### config.mk
export PLATFORM = sky130hd
export DESIGN_NAME = acc_chain_ctrl
export DESIGN_NICKNAME = d
export VERILOG_FILES = /design/src/design/acc_pkg.sv /design/src/design/acc_input_decode.sv /design/src/design/acc_converter.sv /design/src/design/acc_chain_ctrl.sv
export SDC_FILE = /design/constraint.sdc
export NUM_CORES = 1
export LEC_CHECK = 0
export BUFFER_PORTS_ARGS = -buffer_cell sky130_fd_sc_hd__buf_2
export CAP_MARGIN = 10
export CORE_AREA = 4 4 140 142
export CTS_CLUSTER_SIZE = 25
export DETAILED_ROUTE_END_ITERATION = 10
export DIE_AREA = 0 0 144 146
export PLACE_DENSITY = 0.72
export SYNTH_ARGS = -nofsm -noshare
export SYNTH_HDL_FRONTEND = slang
export SYNTH_HIERARCHICAL = 1
export SYNTH_SLANG_ARGS = --single-unit
### constraint.sdc
create_clock -name sys_clk -period 9 [get_ports sys_clk]
set_input_delay 0.45 -clock sys_clk [delete_from_list [all_inputs] [get_ports sys_clk]]
set_output_delay 0.45 -clock sys_clk [all_outputs]
set_load 0.02 [all_outputs]
### src/design/acc_pkg.sv
package acc_pkg;
	// register map, 8-bit data, one register per address
	localparam logic [2:0] ACC_ADDR_CTRL = 3'h0;
	localparam logic [2:0] ACC_ADDR_INSEL = 3'h1;
	localparam logic [2:0] ACC_ADDR_CFG = 3'h2;
	localparam logic [2:0] ACC_ADDR_GAIN = 3'h3;
	localparam logic [2:0] ACC_ADDR_STAT = 3'h4;
	localparam logic [2:0] ACC_ADDR_RES_LO = 3'h5;
	localparam logic [2:0] ACC_ADDR_RES_HI = 3'h6;
	localparam logic [2:0] ACC_ADDR_TEST = 3'h7;
	// control register bit positions
	localparam int ACC_CTRL_START = 0;
	localparam int ACC_CTRL_DEF = 1;
	localparam int ACC_CTRL_CONT = 2;
	localparam int ACC_CTRL_MASK = 3;
	localparam int ACC_CTRL_REF = 4;
	// input selection field bit positions
	localparam int ACC_SEL_CROSS = 3;
	localparam int ACC_SEL_COMMON = 4;
	// configuration field positions
	localparam int ACC_CFG_OSR_LSB = 0;
	localparam int ACC_CFG_NEL_LSB = 4;
	// reset values
	localparam logic [4:0] ACC_INSEL_RESET = 5'h00;
	localparam logic ACC_REF_RESET = 1'b0;
	localparam logic [2:0] ACC_OSR_RESET = 3'h0;
	localparam logic [1:0] ACC_NEL_RESET = 2'h0;
	localparam logic [2:0] ACC_GAIN_RESET = 3'h0;
	// timing
	localparam int ACC_CLK_NS = 50;
	localparam int ACC_SAMPLE_NS = 2000;
	localparam int ACC_SAMPLE_CYC = ACC_SAMPLE_NS / ACC_CLK_NS;
	localparam int ACC_SETTLE_NS = 10000;
	localparam int ACC_SETTLE_CYC = (ACC_SETTLE_NS + ACC_CLK_NS - 1) / ACC_CLK_NS;
	localparam int ACC_NINIT = 5;
	localparam int ACC_NEND = 5;
	localparam int ACC_RES_W = 16;
	localparam int ACC_SMAX_BASE_LOG = 3;
	typedef enum logic [1:0] {ACC_IDLE, ACC_INIT, ACC_RUN, ACC_END} acc_state_t;
endpackage : acc_pkg

### src/design/acc_input_decode.sv
`timescale 1ns/100ps
module acc_input_decode
	import acc_pkg::*;
(
	input wire logic [4:0] sel,
	output logic [2:0] pos_idx,
	output logic [2:0] neg_idx
);
	function automatic logic [5:0] acc_route(input logic [4:0] s);
		logic [2:0] p;
		logic [2:0] n;
		p = 3'h0;
		n = 3'h0;
		if (s[ACC_SEL_COMMON])
		begin
			p = s[2:0];
			n = 3'h0;
		end
		else
		begin
			p = {s[1:0], 1'b1};
			n = {s[1:0], 1'b0};
		end
		if (s[ACC_SEL_CROSS])
			return {n, p};
		return {p, n};
	endfunction : acc_route

	wire [5:0] route = acc_route(sel);
	assign pos_idx = route[5:3];
	assign neg_idx = route[2:0];
endmodule : acc_input_decode

### src/design/acc_converter.sv
`timescale 1ns/100ps
module acc_converter
	import acc_pkg::*;
(
	input wire logic sys_clk,
	input wire logic rst_n,
	input wire logic ce,
	input wire logic start,
	input wire logic tick,
	input wire logic mod_bit,
	input wire logic [2:0] osr,
	input wire logic [1:0] nelconv,
	output logic busy,
	output logic done,
	output logic cross_phase,
	output logic [15:0] result
);
	acc_state_t state;
	logic [10:0] sample_cnt;
	logic [2:0] conv_cnt;
	logic signed [16:0] acc;
	logic [2:0] osr_q;
	logic [1:0] nel_q;

	// smax = 8 * 2^osr, one elementary conversion takes smax+1 samples
	wire [10:0] smax = 11'(11'h008 << osr_q);
	wire [2:0] conv_last = 3'(3'h1 << nel_q) - 3'h1;
	wire sample_val = mod_bit ^ cross_phase;
	wire [3:0] shamt = 4'(15 - ACC_SMAX_BASE_LOG) - 4'(osr_q) - 4'(nel_q);
	wire signed [31:0] scaled = 32'(acc) <<< shamt;
	wire [15:0] saturated = (scaled > 32'sh00007FFF) ? 16'h7FFF :
		(scaled < -32'sh00008000) ? 16'h8000 : scaled[15:0];

	always_ff @(posedge sys_clk or negedge rst_n)
	begin
		if (!rst_n)
		begin
			state <= ACC_IDLE;
			sample_cnt <= 11'h000;
			conv_cnt <= 3'h0;
			acc <= 17'sh00000;
			osr_q <= 3'h0;
			nel_q <= 2'h0;
			cross_phase <= 1'b0;
			done <= 1'b0;
			result <= 16'h0000;
		end
		else if (ce)
		begin
			done <= 1'b0;
			if (start)
			begin
				// any start, even mid-conversion, reopens the init phase
				state <= ACC_INIT;
				acc <= 17'sh00000;
				sample_cnt <= 11'h000;
				conv_cnt <= 3'h0;
				cross_phase <= 1'b0;
				osr_q <= osr;
				nel_q <= nelconv;
			end
			else if (tick)
			begin
				case (state)
					ACC_IDLE: ;
					ACC_INIT:
					begin
						sample_cnt <= sample_cnt + 11'h001;
						if (sample_cnt == 11'(ACC_NINIT - 1))
						begin
							sample_cnt <= 11'h000;
							state <= ACC_RUN;
						end
					end
					ACC_RUN:
					begin
						acc <= sample_val ? acc + 17'sh00001 : acc - 17'sh00001;
						sample_cnt <= sample_cnt + 11'h001;
						if (sample_cnt == smax)
						begin
							// alternate direct and crossed inputs to cancel offset
							sample_cnt <= 11'h000;
							cross_phase <= ~cross_phase;
							conv_cnt <= conv_cnt + 3'h1;
							if (conv_cnt == conv_last)
								state <= ACC_END;
						end
					end
					ACC_END:
					begin
						sample_cnt <= sample_cnt + 11'h001;
						if (sample_cnt == 11'(ACC_NEND - 1))
						begin
							sample_cnt <= 11'h000;
							cross_phase <= 1'b0;
							result <= saturated;
							done <= 1'b1;
							state <= ACC_IDLE;
						end
					end
					default: state <= ACC_IDLE;
				endcase
			end
		end
	end

	assign busy = (state != ACC_IDLE);
endmodule : acc_converter

### src/design/acc_chain_ctrl.sv
`timescale 1ns/100ps
// Overview of operation
// - results are signed 16-bit two's-complement words
// - busy flag and maskable interrupt report conversion state
// - oversampling ratio programmable in powers of two only
// - accumulator cleared before every conversion starts
// - input change immediate with gains off, settling delay with gains on
// - on-request mode and continuous mode
// - polarity bit clear: bits 1:0 pick one of four adjacent pairs
// - bit 3 swaps positive and negative converter inputs
// - polarity bit set: input n against common input 0
// - after reset input 1 positive against input 0 negative
// - one of two reference pairs, first pair after reset
// - each of three gain stages bypassable on its own
// - control handles cpu access, configuration and test modes
// - setting start or default-conversion bit begins a conversion
// - continuous mode requests a new conversion at each finish
// - gain register write resets stages; start waits to settle
module acc_chain_ctrl
	import acc_pkg::*;
(
	input wire logic sys_clk,
	input wire logic rst_n,
	input wire logic ce,
	input wire logic [2:0] addr,
	input wire logic [7:0] wr_data,
	input wire logic wr_en,
	input wire logic rd_en,
	output logic [7:0] rd_data,
	input wire logic mod_bit_pin,
	output logic [2:0] pos_input,
	output logic [2:0] neg_input,
	output logic ref_pair_sel,
	output logic [2:0] stage_enable,
	output logic stage_reset,
	output logic cross_inputs,
	output logic sample_strobe,
	output logic busy,
	output logic irq
);
	////////////////////////////////////////////////////////////////////////
	// registers
	logic [4:0] insel;
	logic ref_sel;
	logic cont_mode;
	logic irq_mask;
	logic [2:0] osr;
	logic [1:0] nelconv;
	logic [2:0] gain_en;
	logic [1:0] test_mode;
	logic [15:0] result_q;
	logic start_pending;
	logic [8:0] settle_cnt;
	logic [5:0] tick_cnt;
	logic mod_meta;
	logic mod_sync;
	logic conv_start;

	wire wr_ctrl = wr_en && (addr == ACC_ADDR_CTRL);
	wire wr_insel = wr_en && (addr == ACC_ADDR_INSEL);
	wire wr_cfg = wr_en && (addr == ACC_ADDR_CFG);
	wire wr_gain = wr_en && (addr == ACC_ADDR_GAIN);
	wire wr_test = wr_en && (addr == ACC_ADDR_TEST);
	wire sw_start = wr_ctrl && (wr_data[ACC_CTRL_START] || wr_data[ACC_CTRL_DEF]);
	wire conv_busy;
	wire conv_done;
	wire conv_cross;
	wire [15:0] conv_result;
	wire [2:0] dec_pos;
	wire [2:0] dec_neg;

	////////////////////////////////////////////////////////////////////////
	// settling and start sequencing
	wire gains_on = |gain_en;
	// with every stage bypassed a new input is used at once
	wire need_settle = wr_gain || (wr_insel && gains_on);
	wire settling = (settle_cnt != 9'h000);
	wire auto_start = conv_done && cont_mode;
	wire want_start = sw_start || auto_start || start_pending;
	wire next_conv_start = want_start && !need_settle && !settling;
	wire tick = (tick_cnt == 6'(ACC_SAMPLE_CYC - 1));
	// test mode 1 forces the modulator stream to test_mode[1]
	wire mod_bit = test_mode[0] ? test_mode[1] : mod_sync;

	always_ff @(posedge sys_clk or negedge rst_n)
	begin
		if (!rst_n)
		begin
			settle_cnt <= 9'h000;
			start_pending <= 1'b0;
			conv_start <= 1'b0;
			tick_cnt <= 6'h00;
			mod_meta <= 1'b0;
			mod_sync <= 1'b0;
		end
		else if (ce)
		begin
			mod_meta <= mod_bit_pin;
			mod_sync <= mod_meta;
			tick_cnt <= tick ? 6'h00 : tick_cnt + 6'h01;
			if (need_settle)
				settle_cnt <= 9'(ACC_SETTLE_CYC);
			else if (settling)
				settle_cnt <= settle_cnt - 9'h001;
			// a start held during settling is issued once settling ends
			start_pending <= want_start && !next_conv_start;
			conv_start <= next_conv_start;
		end
	end

	////////////////////////////////////////////////////////////////////////
	// software registers
	always_ff @(posedge sys_clk or negedge rst_n)
	begin
		if (!rst_n)
		begin
			insel <= ACC_INSEL_RESET;
			ref_sel <= ACC_REF_RESET;
			cont_mode <= 1'b0;
			irq_mask <= 1'b0;
			osr <= ACC_OSR_RESET;
			nelconv <= ACC_NEL_RESET;
			gain_en <= ACC_GAIN_RESET;
			test_mode <= 2'h0;
		end
		else if (ce)
		begin
			if (wr_ctrl)
			begin
				cont_mode <= wr_data[ACC_CTRL_CONT];
				irq_mask <= wr_data[ACC_CTRL_MASK];
				ref_sel <= wr_data[ACC_CTRL_REF];
			end
			if (wr_insel)
				insel <= wr_data[4:0];
			if (wr_cfg)
			begin
				osr <= wr_data[ACC_CFG_OSR_LSB +: 3];
				nelconv <= wr_data[ACC_CFG_NEL_LSB +: 2];
			end
			if (wr_gain)
				gain_en <= wr_data[2:0];
			if (wr_test)
				test_mode <= wr_data[1:0];
		end
	end

	////////////////////////////////////////////////////////////////////////
	// outputs to the analog chain and the cpu
	wire [7:0] stat_word = {5'h00, settling, start_pending, conv_busy};
	wire [7:0] ctrl_word = {3'h0, ref_sel, irq_mask, cont_mode, 2'h0};
	wire [7:0] read_mux =
		(addr == ACC_ADDR_CTRL) ? ctrl_word :
		(addr == ACC_ADDR_INSEL) ? {3'h0, insel} :
		(addr == ACC_ADDR_CFG) ? {2'h0, nelconv, 1'b0, osr} :
		(addr == ACC_ADDR_GAIN) ? {5'h00, gain_en} :
		(addr == ACC_ADDR_STAT) ? stat_word :
		(addr == ACC_ADDR_RES_LO) ? result_q[7:0] :
		(addr == ACC_ADDR_RES_HI) ? result_q[15:8] : {6'h00, test_mode};

	always_ff @(posedge sys_clk or negedge rst_n)
	begin
		if (!rst_n)
		begin
			rd_data <= 8'h00;
			result_q <= 16'h0000;
			pos_input <= 3'h1;
			neg_input <= 3'h0;
			ref_pair_sel <= ACC_REF_RESET;
			stage_enable <= ACC_GAIN_RESET;
			stage_reset <= 1'b0;
			cross_inputs <= 1'b0;
			sample_strobe <= 1'b0;
			busy <= 1'b0;
			irq <= 1'b0;
		end
		else if (ce)
		begin
			rd_data <= rd_en ? read_mux : 8'h00;
			if (conv_done)
				result_q <= conv_result;
			pos_input <= dec_pos;
			neg_input <= dec_neg;
			ref_pair_sel <= ref_sel;
			stage_enable <= gain_en;
			stage_reset <= wr_gain;
			cross_inputs <= conv_cross;
			sample_strobe <= tick;
			busy <= next_conv_start || conv_start || (conv_busy && !conv_done);
			irq <= conv_done && !irq_mask;
		end
	end

	acc_input_decode u_decode (
		.sel(insel),
		.pos_idx(dec_pos),
		.neg_idx(dec_neg)
	);

	acc_converter u_conv (
		.sys_clk(sys_clk),
		.rst_n(rst_n),
		.ce(ce),
		.start(conv_start),
		.tick(tick),
		.mod_bit(mod_bit),
		.osr(osr),
		.nelconv(nelconv),
		.busy(conv_busy),
		.done(conv_done),
		.cross_phase(conv_cross),
		.result(conv_result)
	);
endmodule : acc_chain_ctrl

==> reports/qor.yml, run 1 <==
place.gp.congestion: 0.828
post_cts_buffers: 0
yosysSeqAreaShare: 0.397
ctsHoldBuffers: 0
io-pin-count: 40
syn_area_sq_um: 8330
worstPathArrival_ns: 4.69
drive_gt1_frac: 0.188
core_sq_um: 18500
r2r_cells: 10
multiInputGateArea_sq_um: 4660
io_buffer_count: 37
first_pass_iters: 5
leakage_nw: 4.04
yosysWarnings: 6
cp-start-kind: "register"
post_drt_wl_per_cell_microns: 16.7
critical_path_class: "reg2reg"
regArea_sq_um: 3300
cts_resized: 0
endpoint_kind: "register"
synth_edf_count: 0
dp_slack_ns: 4.71
vias: 6464
critPathTopFamily: "adder cells"
clk_latency_ns: 0.42
antenna_found_initial: 0
drv_slew: 0
syn-num-nets: 871
clock_path_buffers: 2
initial_utilization: 0.451
skew_ns: 0.00760
postSynthCellCount: 825
final_core_util: 0.501
ys_ff_latch: 132
root_buffer: "clkbuf_16"
max_freq_mhz: 231
finalWorstSetupSlack_ns: 4.66
grt_pass1_wl_microns: 30500
period_minus_slack_ns: 4.34
drc: 0
power_density_nw_per_um2: 202
totalWireLength_microns: 18200
whs_ns: 0.00179
status: "complete, no violations"
crit_cells: 10
fin_crit_sh: 0.482
grt_pass1_vias: 6052
die_area_sq_um: 21000
tightest_slew_ns: 1.11
fillers: 1661
synth_cell_types: 70
fin_nets: 888
rsz0062_at_grt: "no"
slew_headroom: 0.258
area_delta_synth_final_pct: 11.1
synth_flop_cell: "dfrtp_1"
antenna_cells: 0
num_rows: 50
async_reset_ff_frac: 1.00
hold_class: "in2async"
cts_max_level: 4
power.total_mw: 1.87
drt-initial-drc-count: 491
dp.final_hpwl_microns: 12700
crit_path_max_fanout: 28
grt_max_degree: 70
cts_tree: "done"
cts-buffers-inserted: 17
setup_viol: 0
ant_nets: 0
ir_drop_v: 0.000108
maxCapViolCount: 0
hold_viol_final: 0
grt_usage: 0.176
synth.avg_cell_area_sq_um: 10.1
cp_cell_sequence: "inv_1 > ha_1 > ha_1 > mux2i_1 > mux4_2 > mux2i_1 > nand3_1 > o32ai_1 > a21boi_0 > o22a_1"
via_per_inst: 5.94
gr-total-overflow: 0
die_x_microns: 144
slowest_delay_ns: 1.02
worst_path_max_delay_cell: "ha_1"
clock-sinks: 132
path_buf_inv: 1
crit_required_ns: 9.35
path_clk_slew_ns: 0.06
chipHeight_microns: 146
tns_ns: 0
through the flow:
step           instance area (sq um)  instances
2_1_floorplan                   8330        825
3_3_place_gp                    8630       1057
3_5_place_dp                    8630       1057
4_1_cts                         9250       1089
5_1_grt                         9250       1089
6_report                        9250       1089
metal layers:
layer	track usage	vias to the layer above	routed length (microns)
met5	0	-	0
met4	0.0461	0	205
met3	0.0371	15	837
met2	0.271	165	8550
met1	0.253	3165	8580
li1	-	3119	-
flip-flops by register name (all words and copies together), names as in the netlist, 2 cells and up:
register           flops
test_mode              2
insel                  5
u_conv/conv_cnt        3
stage_enable           3
neg_input              3
u_conv/result         16
u_conv/acc            17
tick_cnt               6
result_q              16
u_conv/state           2
u_conv/sample_cnt     11
osr                    3
u_conv/osr_q           3
gain_en                3
u_conv/nel_q           2
rd_data                8
settle_cnt             9
nelconv                2
pos_input              3
synth_stat cells, types with 20 or more instances:
cell / count / area, sq um
dfrtp_1: 131 / 3280
mux2_2: 60 / 676
nand2_1: 57 / 214
nor2_1: 51 / 191
o21ai_0: 46 / 230
a21oi_1: 44 / 220
inv_1: 39 / 146
ha_1: 27 / 338
mux2i_1: 26 / 260
a22o_1: 20 / 175
clkbuf_1: 20 / 75.1
nand3_1: 20 / 100
o22a_1: 20 / 175
cell usage in the layout (no fill, tap or decap), types with 5 or more instances in the layout:
| master | instances |
|---|---|
| o22a_1 | 20 |
| nor3_1 | 15 |
| dfrtp_1 | 131 |
| and2_1 | 8 |
| buf_2 | 36 |
| mux2_2 | 60 |
| mux4_2 | 17 |
| xor2_1 | 6 |
| a22oi_1 | 5 |
| o22ai_1 | 10 |
| nor2b_1 | 11 |
| buf_4 | 5 |
| o21ai_0 | 46 |
| nand4_1 | 11 |
| a21oi_1 | 44 |
| o21bai_1 | 7 |
| nand2_1 | 57 |
| o31ai_1 | 9 |
| ha_1 | 27 |
| clkbuf_16 | 17 |
| nand3_1 | 20 |
| a22o_1 | 20 |
| a211oi_1 | 9 |
| nor4_1 | 7 |
| and3_1 | 17 |
| inv_1 | 39 |
| a21boi_0 | 6 |
| xnor2_1 | 13 |
| a2111oi_0 | 6 |
| a21o_1 | 6 |
| nor2_1 | 51 |
| clkbuf_1 | 5 |
| nand2b_1 | 11 |
| mux2i_1 | 26 |
final timing paths:
| kind | start | endpoint | slack [ns] |
|---|---|---|---|
| max | u_conv/osr_q[0] | u_conv/result[7] | 4.66 |
| min | rst_n | settle_cnt[3] | 0.002 |
| max reg2reg | u_conv/osr_q[0] | u_conv/result[7] | 4.66 |
| min reg2reg | settle_cnt[0] | settle_cnt[0] | 0.48 |
| max in group asynchronous | rst_n | u_conv/acc[0] | 7.74 |
| min in group sys_clk | mod_bit_pin | mod_meta | 0.27 |
logic make-up after synthesis:
group           count (synthesis)  share of synthesized area
mux                           104                      0.160
simple gates                  235                      0.148
flops                         132                      0.397
compound gates                223                      0.186
fa+ha+maj                      29                     0.0454
xor+xnor                       19                     0.0200
buf+inv                        83                     0.0436
final cells by class:
cell class | count | area share
timing repair buffer | 42 | 0.0247
tap | 234 | 0.0316
sequential | 132 | 0.357
inverter | 39 | 0.0158
clock inverter | 8 | 0.0161
clock buffer | 24 | 0.0510
multi-input combinational | 610 | 0.504
power breakdown:
group / switching [mW] / internal [mW] / leakage (nW)
registers: 0.0788 / 0.668 / 1.72
clock network: 0.249 / 0.478 / 0.295
logic: 0.223 / 0.171 / 2.02
total: 0.552 / 1.32 / 4.04
(Power assumes the default switching activity.)
==> inputs of run 2 (changes only) <==
==> constraint.sdc (replaced) <==
create_clock -name sys_clk -period 4.4 [get_ports sys_clk]
set_input_delay 0.22 -clock sys_clk [delete_from_list [all_inputs] [get_ports sys_clk]]
set_output_delay 0.22 -clock sys_clk [all_outputs]
set_load 0.02 [all_outputs]
==> run 2 against run 1 <==
Die area unchanged. Combinational power is 110% higher. Non-clock buffer count rose by 7. Clock power grew 87%. Power rose by 98%. Count of clock-buffer cells in the layout is 3 lower. Final cell count grew 0.64%. Critical path type unchanged. Highest routed layer is now met5.
==> reports/qor.yml, run 2 (synthesis gave the netlist of run 1 again) <==
status: "complete, no violations"
critPathTopFamily: "compound AO/OA/AOI/OAI gates"
num_rows: 50  # unchanged
regToRegSetupSlack_ns: 0.48  # -4.18 ns
cts_max_level: 4  # unchanged
grt_pass1_wl_microns: 31300  # +2.6%
slowest_delay_ns: 0.52  # -0.50 ns
reg_top3: "u_conv/acc (17), result_q (16), u_conv/result (16)"
path_buf_inv: 1  # unchanged
final_cell_mix: "dfrtp_1, mux2_2, nand2_1"
via_per_inst: 5.85  # -1.4%
io-pin-count: 40  # unchanged
grt_max_degree: 96  # +37%
critical_path_class: "reg2reg"
maxCapViolCount: 0  # unchanged
power_density_nw_per_um2: 399  # +98%
drive_gt1_frac: 0.198  # +0.0101
fin_nets: 895  # +0.79%
area_delta_synth_final_pct: 11.2  # about the same
chipHeight_microns: 146  # unchanged
largest-register: "u_conv/acc"
hold_class: "in2reg"
crit_path_max_fanout: 16  # -43%
cp_cell_sequence: "mux2_2 > xor2_1 > inv_1 > ha_1 > and3_1 > a22oi_1 > a221oi_1 > o41a_1 > mux2i_1 > a21boi_0 > o22a_1"
worstPathArrival_ns: 4.22  # -0.47 ns
period_minus_slack_ns: 3.92  # -0.420 ns
totalWireLength_microns: 18000  # -0.87%
drt-initial-drc-count: 387  # -21%
cts_tree: "done"
crit_required_ns: 4.71  # -4.64 ns
dpl.cell_count: 1063  # +0.57%
slew_headroom: 0.423  # +0.165
core_sq_um: 18500  # unchanged
post_drt_wl_per_cell_microns: 16.4  # -1.5%
skew_ns: 0.00901  # +0.00141 ns
rsz0062_at_grt: "no"
drv_slew: 0  # unchanged
die_x_microns: 144  # unchanged
worst_path_max_delay_cell: "xor2_1"
ir_drop_v: 0.000191  # +78%
drc: 0  # unchanged
hold_viol_final: 0  # unchanged
largest_reg_flops: 17  # unchanged
antenna_found_initial: 1  # +1
io_buffer_count: 37  # unchanged
initial_utilization: 0.451  # unchanged
antenna_cells: 0  # unchanged
fin_crit_sh: 0.890  # +0.408
die_area_sq_um: 21000  # unchanged
tightest_slew_ns: 0.865  # -0.248 ns
tns_ns: 0  # unchanged
cp-start-kind: "register"
fillers: 1662  # +0.060%
final_common_cell: "dfrtp_1"
final_core_util: 0.502  # about the same
path_clk_slew_ns: 0.06  # about the same
vias: 6417  # -0.73%
clock_path_buffers: 2  # unchanged
setup_viol: 0  # unchanged
first_pass_iters: 5  # unchanged
grt_pass1_vias: 6295  # +4.0%
gr-total-overflow: 0  # unchanged
max_freq_mhz: 255  # +11%
cts-buffers-inserted: 17  # unchanged
place.gp.congestion: 0.895  # +8.1%
dp.final_hpwl_microns: 12700  # +0.70%
final_cells: 1096  # +0.64%
clk_latency_ns: 0.42  # about the same
endpoint_kind: "register"
cts_resized: 0  # unchanged
root_buffer: "clkbuf_16"
clock-sinks: 132  # unchanged
leakage_nw: 4.05  # +0.30%
grt_usage: 0.180  # +0.00407
ant_nets: 0  # unchanged
whs_ns: 0.0246  # +0.0228 ns
## run 2: final timing paths
| kind | startpoint | endpoint | cells after the start |
|---|---|---|---|
| setup reg to reg | test_mode[0] | u_conv/acc[16] | 11 |
| setup / recovery | test_mode[0] | u_conv/acc[16] | 11 |
| min in group asynchronous | rst_n | settle_cnt[6] | 2 |
| max in group asynchronous | rst_n | settle_cnt[4] | 3 |
| hold reg to reg | rd_data[7] | rd_data[7] | 1 |
| hold / removal | mod_bit_pin | mod_meta | 2 |
## run 2: metal layers
layer,vias to the layer above,global-route usage,wire length [microns]
met5,-,0,13
met4,2,0.0537,233
met2,126,0.283,8420
li1,3148,-,-
met3,22,0.0371,787
met1,3119,0.251,8550
## run 2: layout make-up
type	instances	area [sq um]	share of cell area
flip-flops and latches	132	3300	0.357
clock inverters	11	101	0.0109
clock buffers	21	470	0.0508
multi-input cells	610	4660	0.503
inverters	39	146	0.0158
well taps	234	293	0.0316
repair buffers	49	284	0.0307
## run 2: power by group
part	internal, mW	switching [mW]	total [mW]	leakage (nW)
logic	0.356	0.459	0.815	2.06
registers	1.37	0.158	1.52	1.72
clock network	0.821	0.534	1.36	0.271
total	2.54	1.15	3.69	4.05
## run 2: through the flow
stage | setup slack (ns) | cell area [sq um] | total power, mW
global placement | 0.637 | 8680 | 2.34
finish | 0.483 | 9260 | 3.69
floorplan | 1.07 | 8330 | 2.14
global route | 0.200 | 9260 | 3.92
CTS | 0.518 | 9260 | 3.73
detailed placement | 0.570 | 8680 | 2.36
## run 2: timing repair
action | in CTS | in global routing
hold buffers | 1 | 0
buffers inserted | 0 | 0
endpoints found under the hold margin | 93 | 0
## run 2: worst reg2reg max path, cell delays in order (launching register included)
cell and delay [ns]:
dfrtp_1 0.37, mux2_2 0.35, xor2_1 0.52, inv_1 0.48, ha_1 0.51, and3_1 0.24
a22oi_1 0.25, a221oi_1 0.15, o41a_1 0.40, mux2i_1 0.21, a21boi_0 0.11, o22a_1 0.21
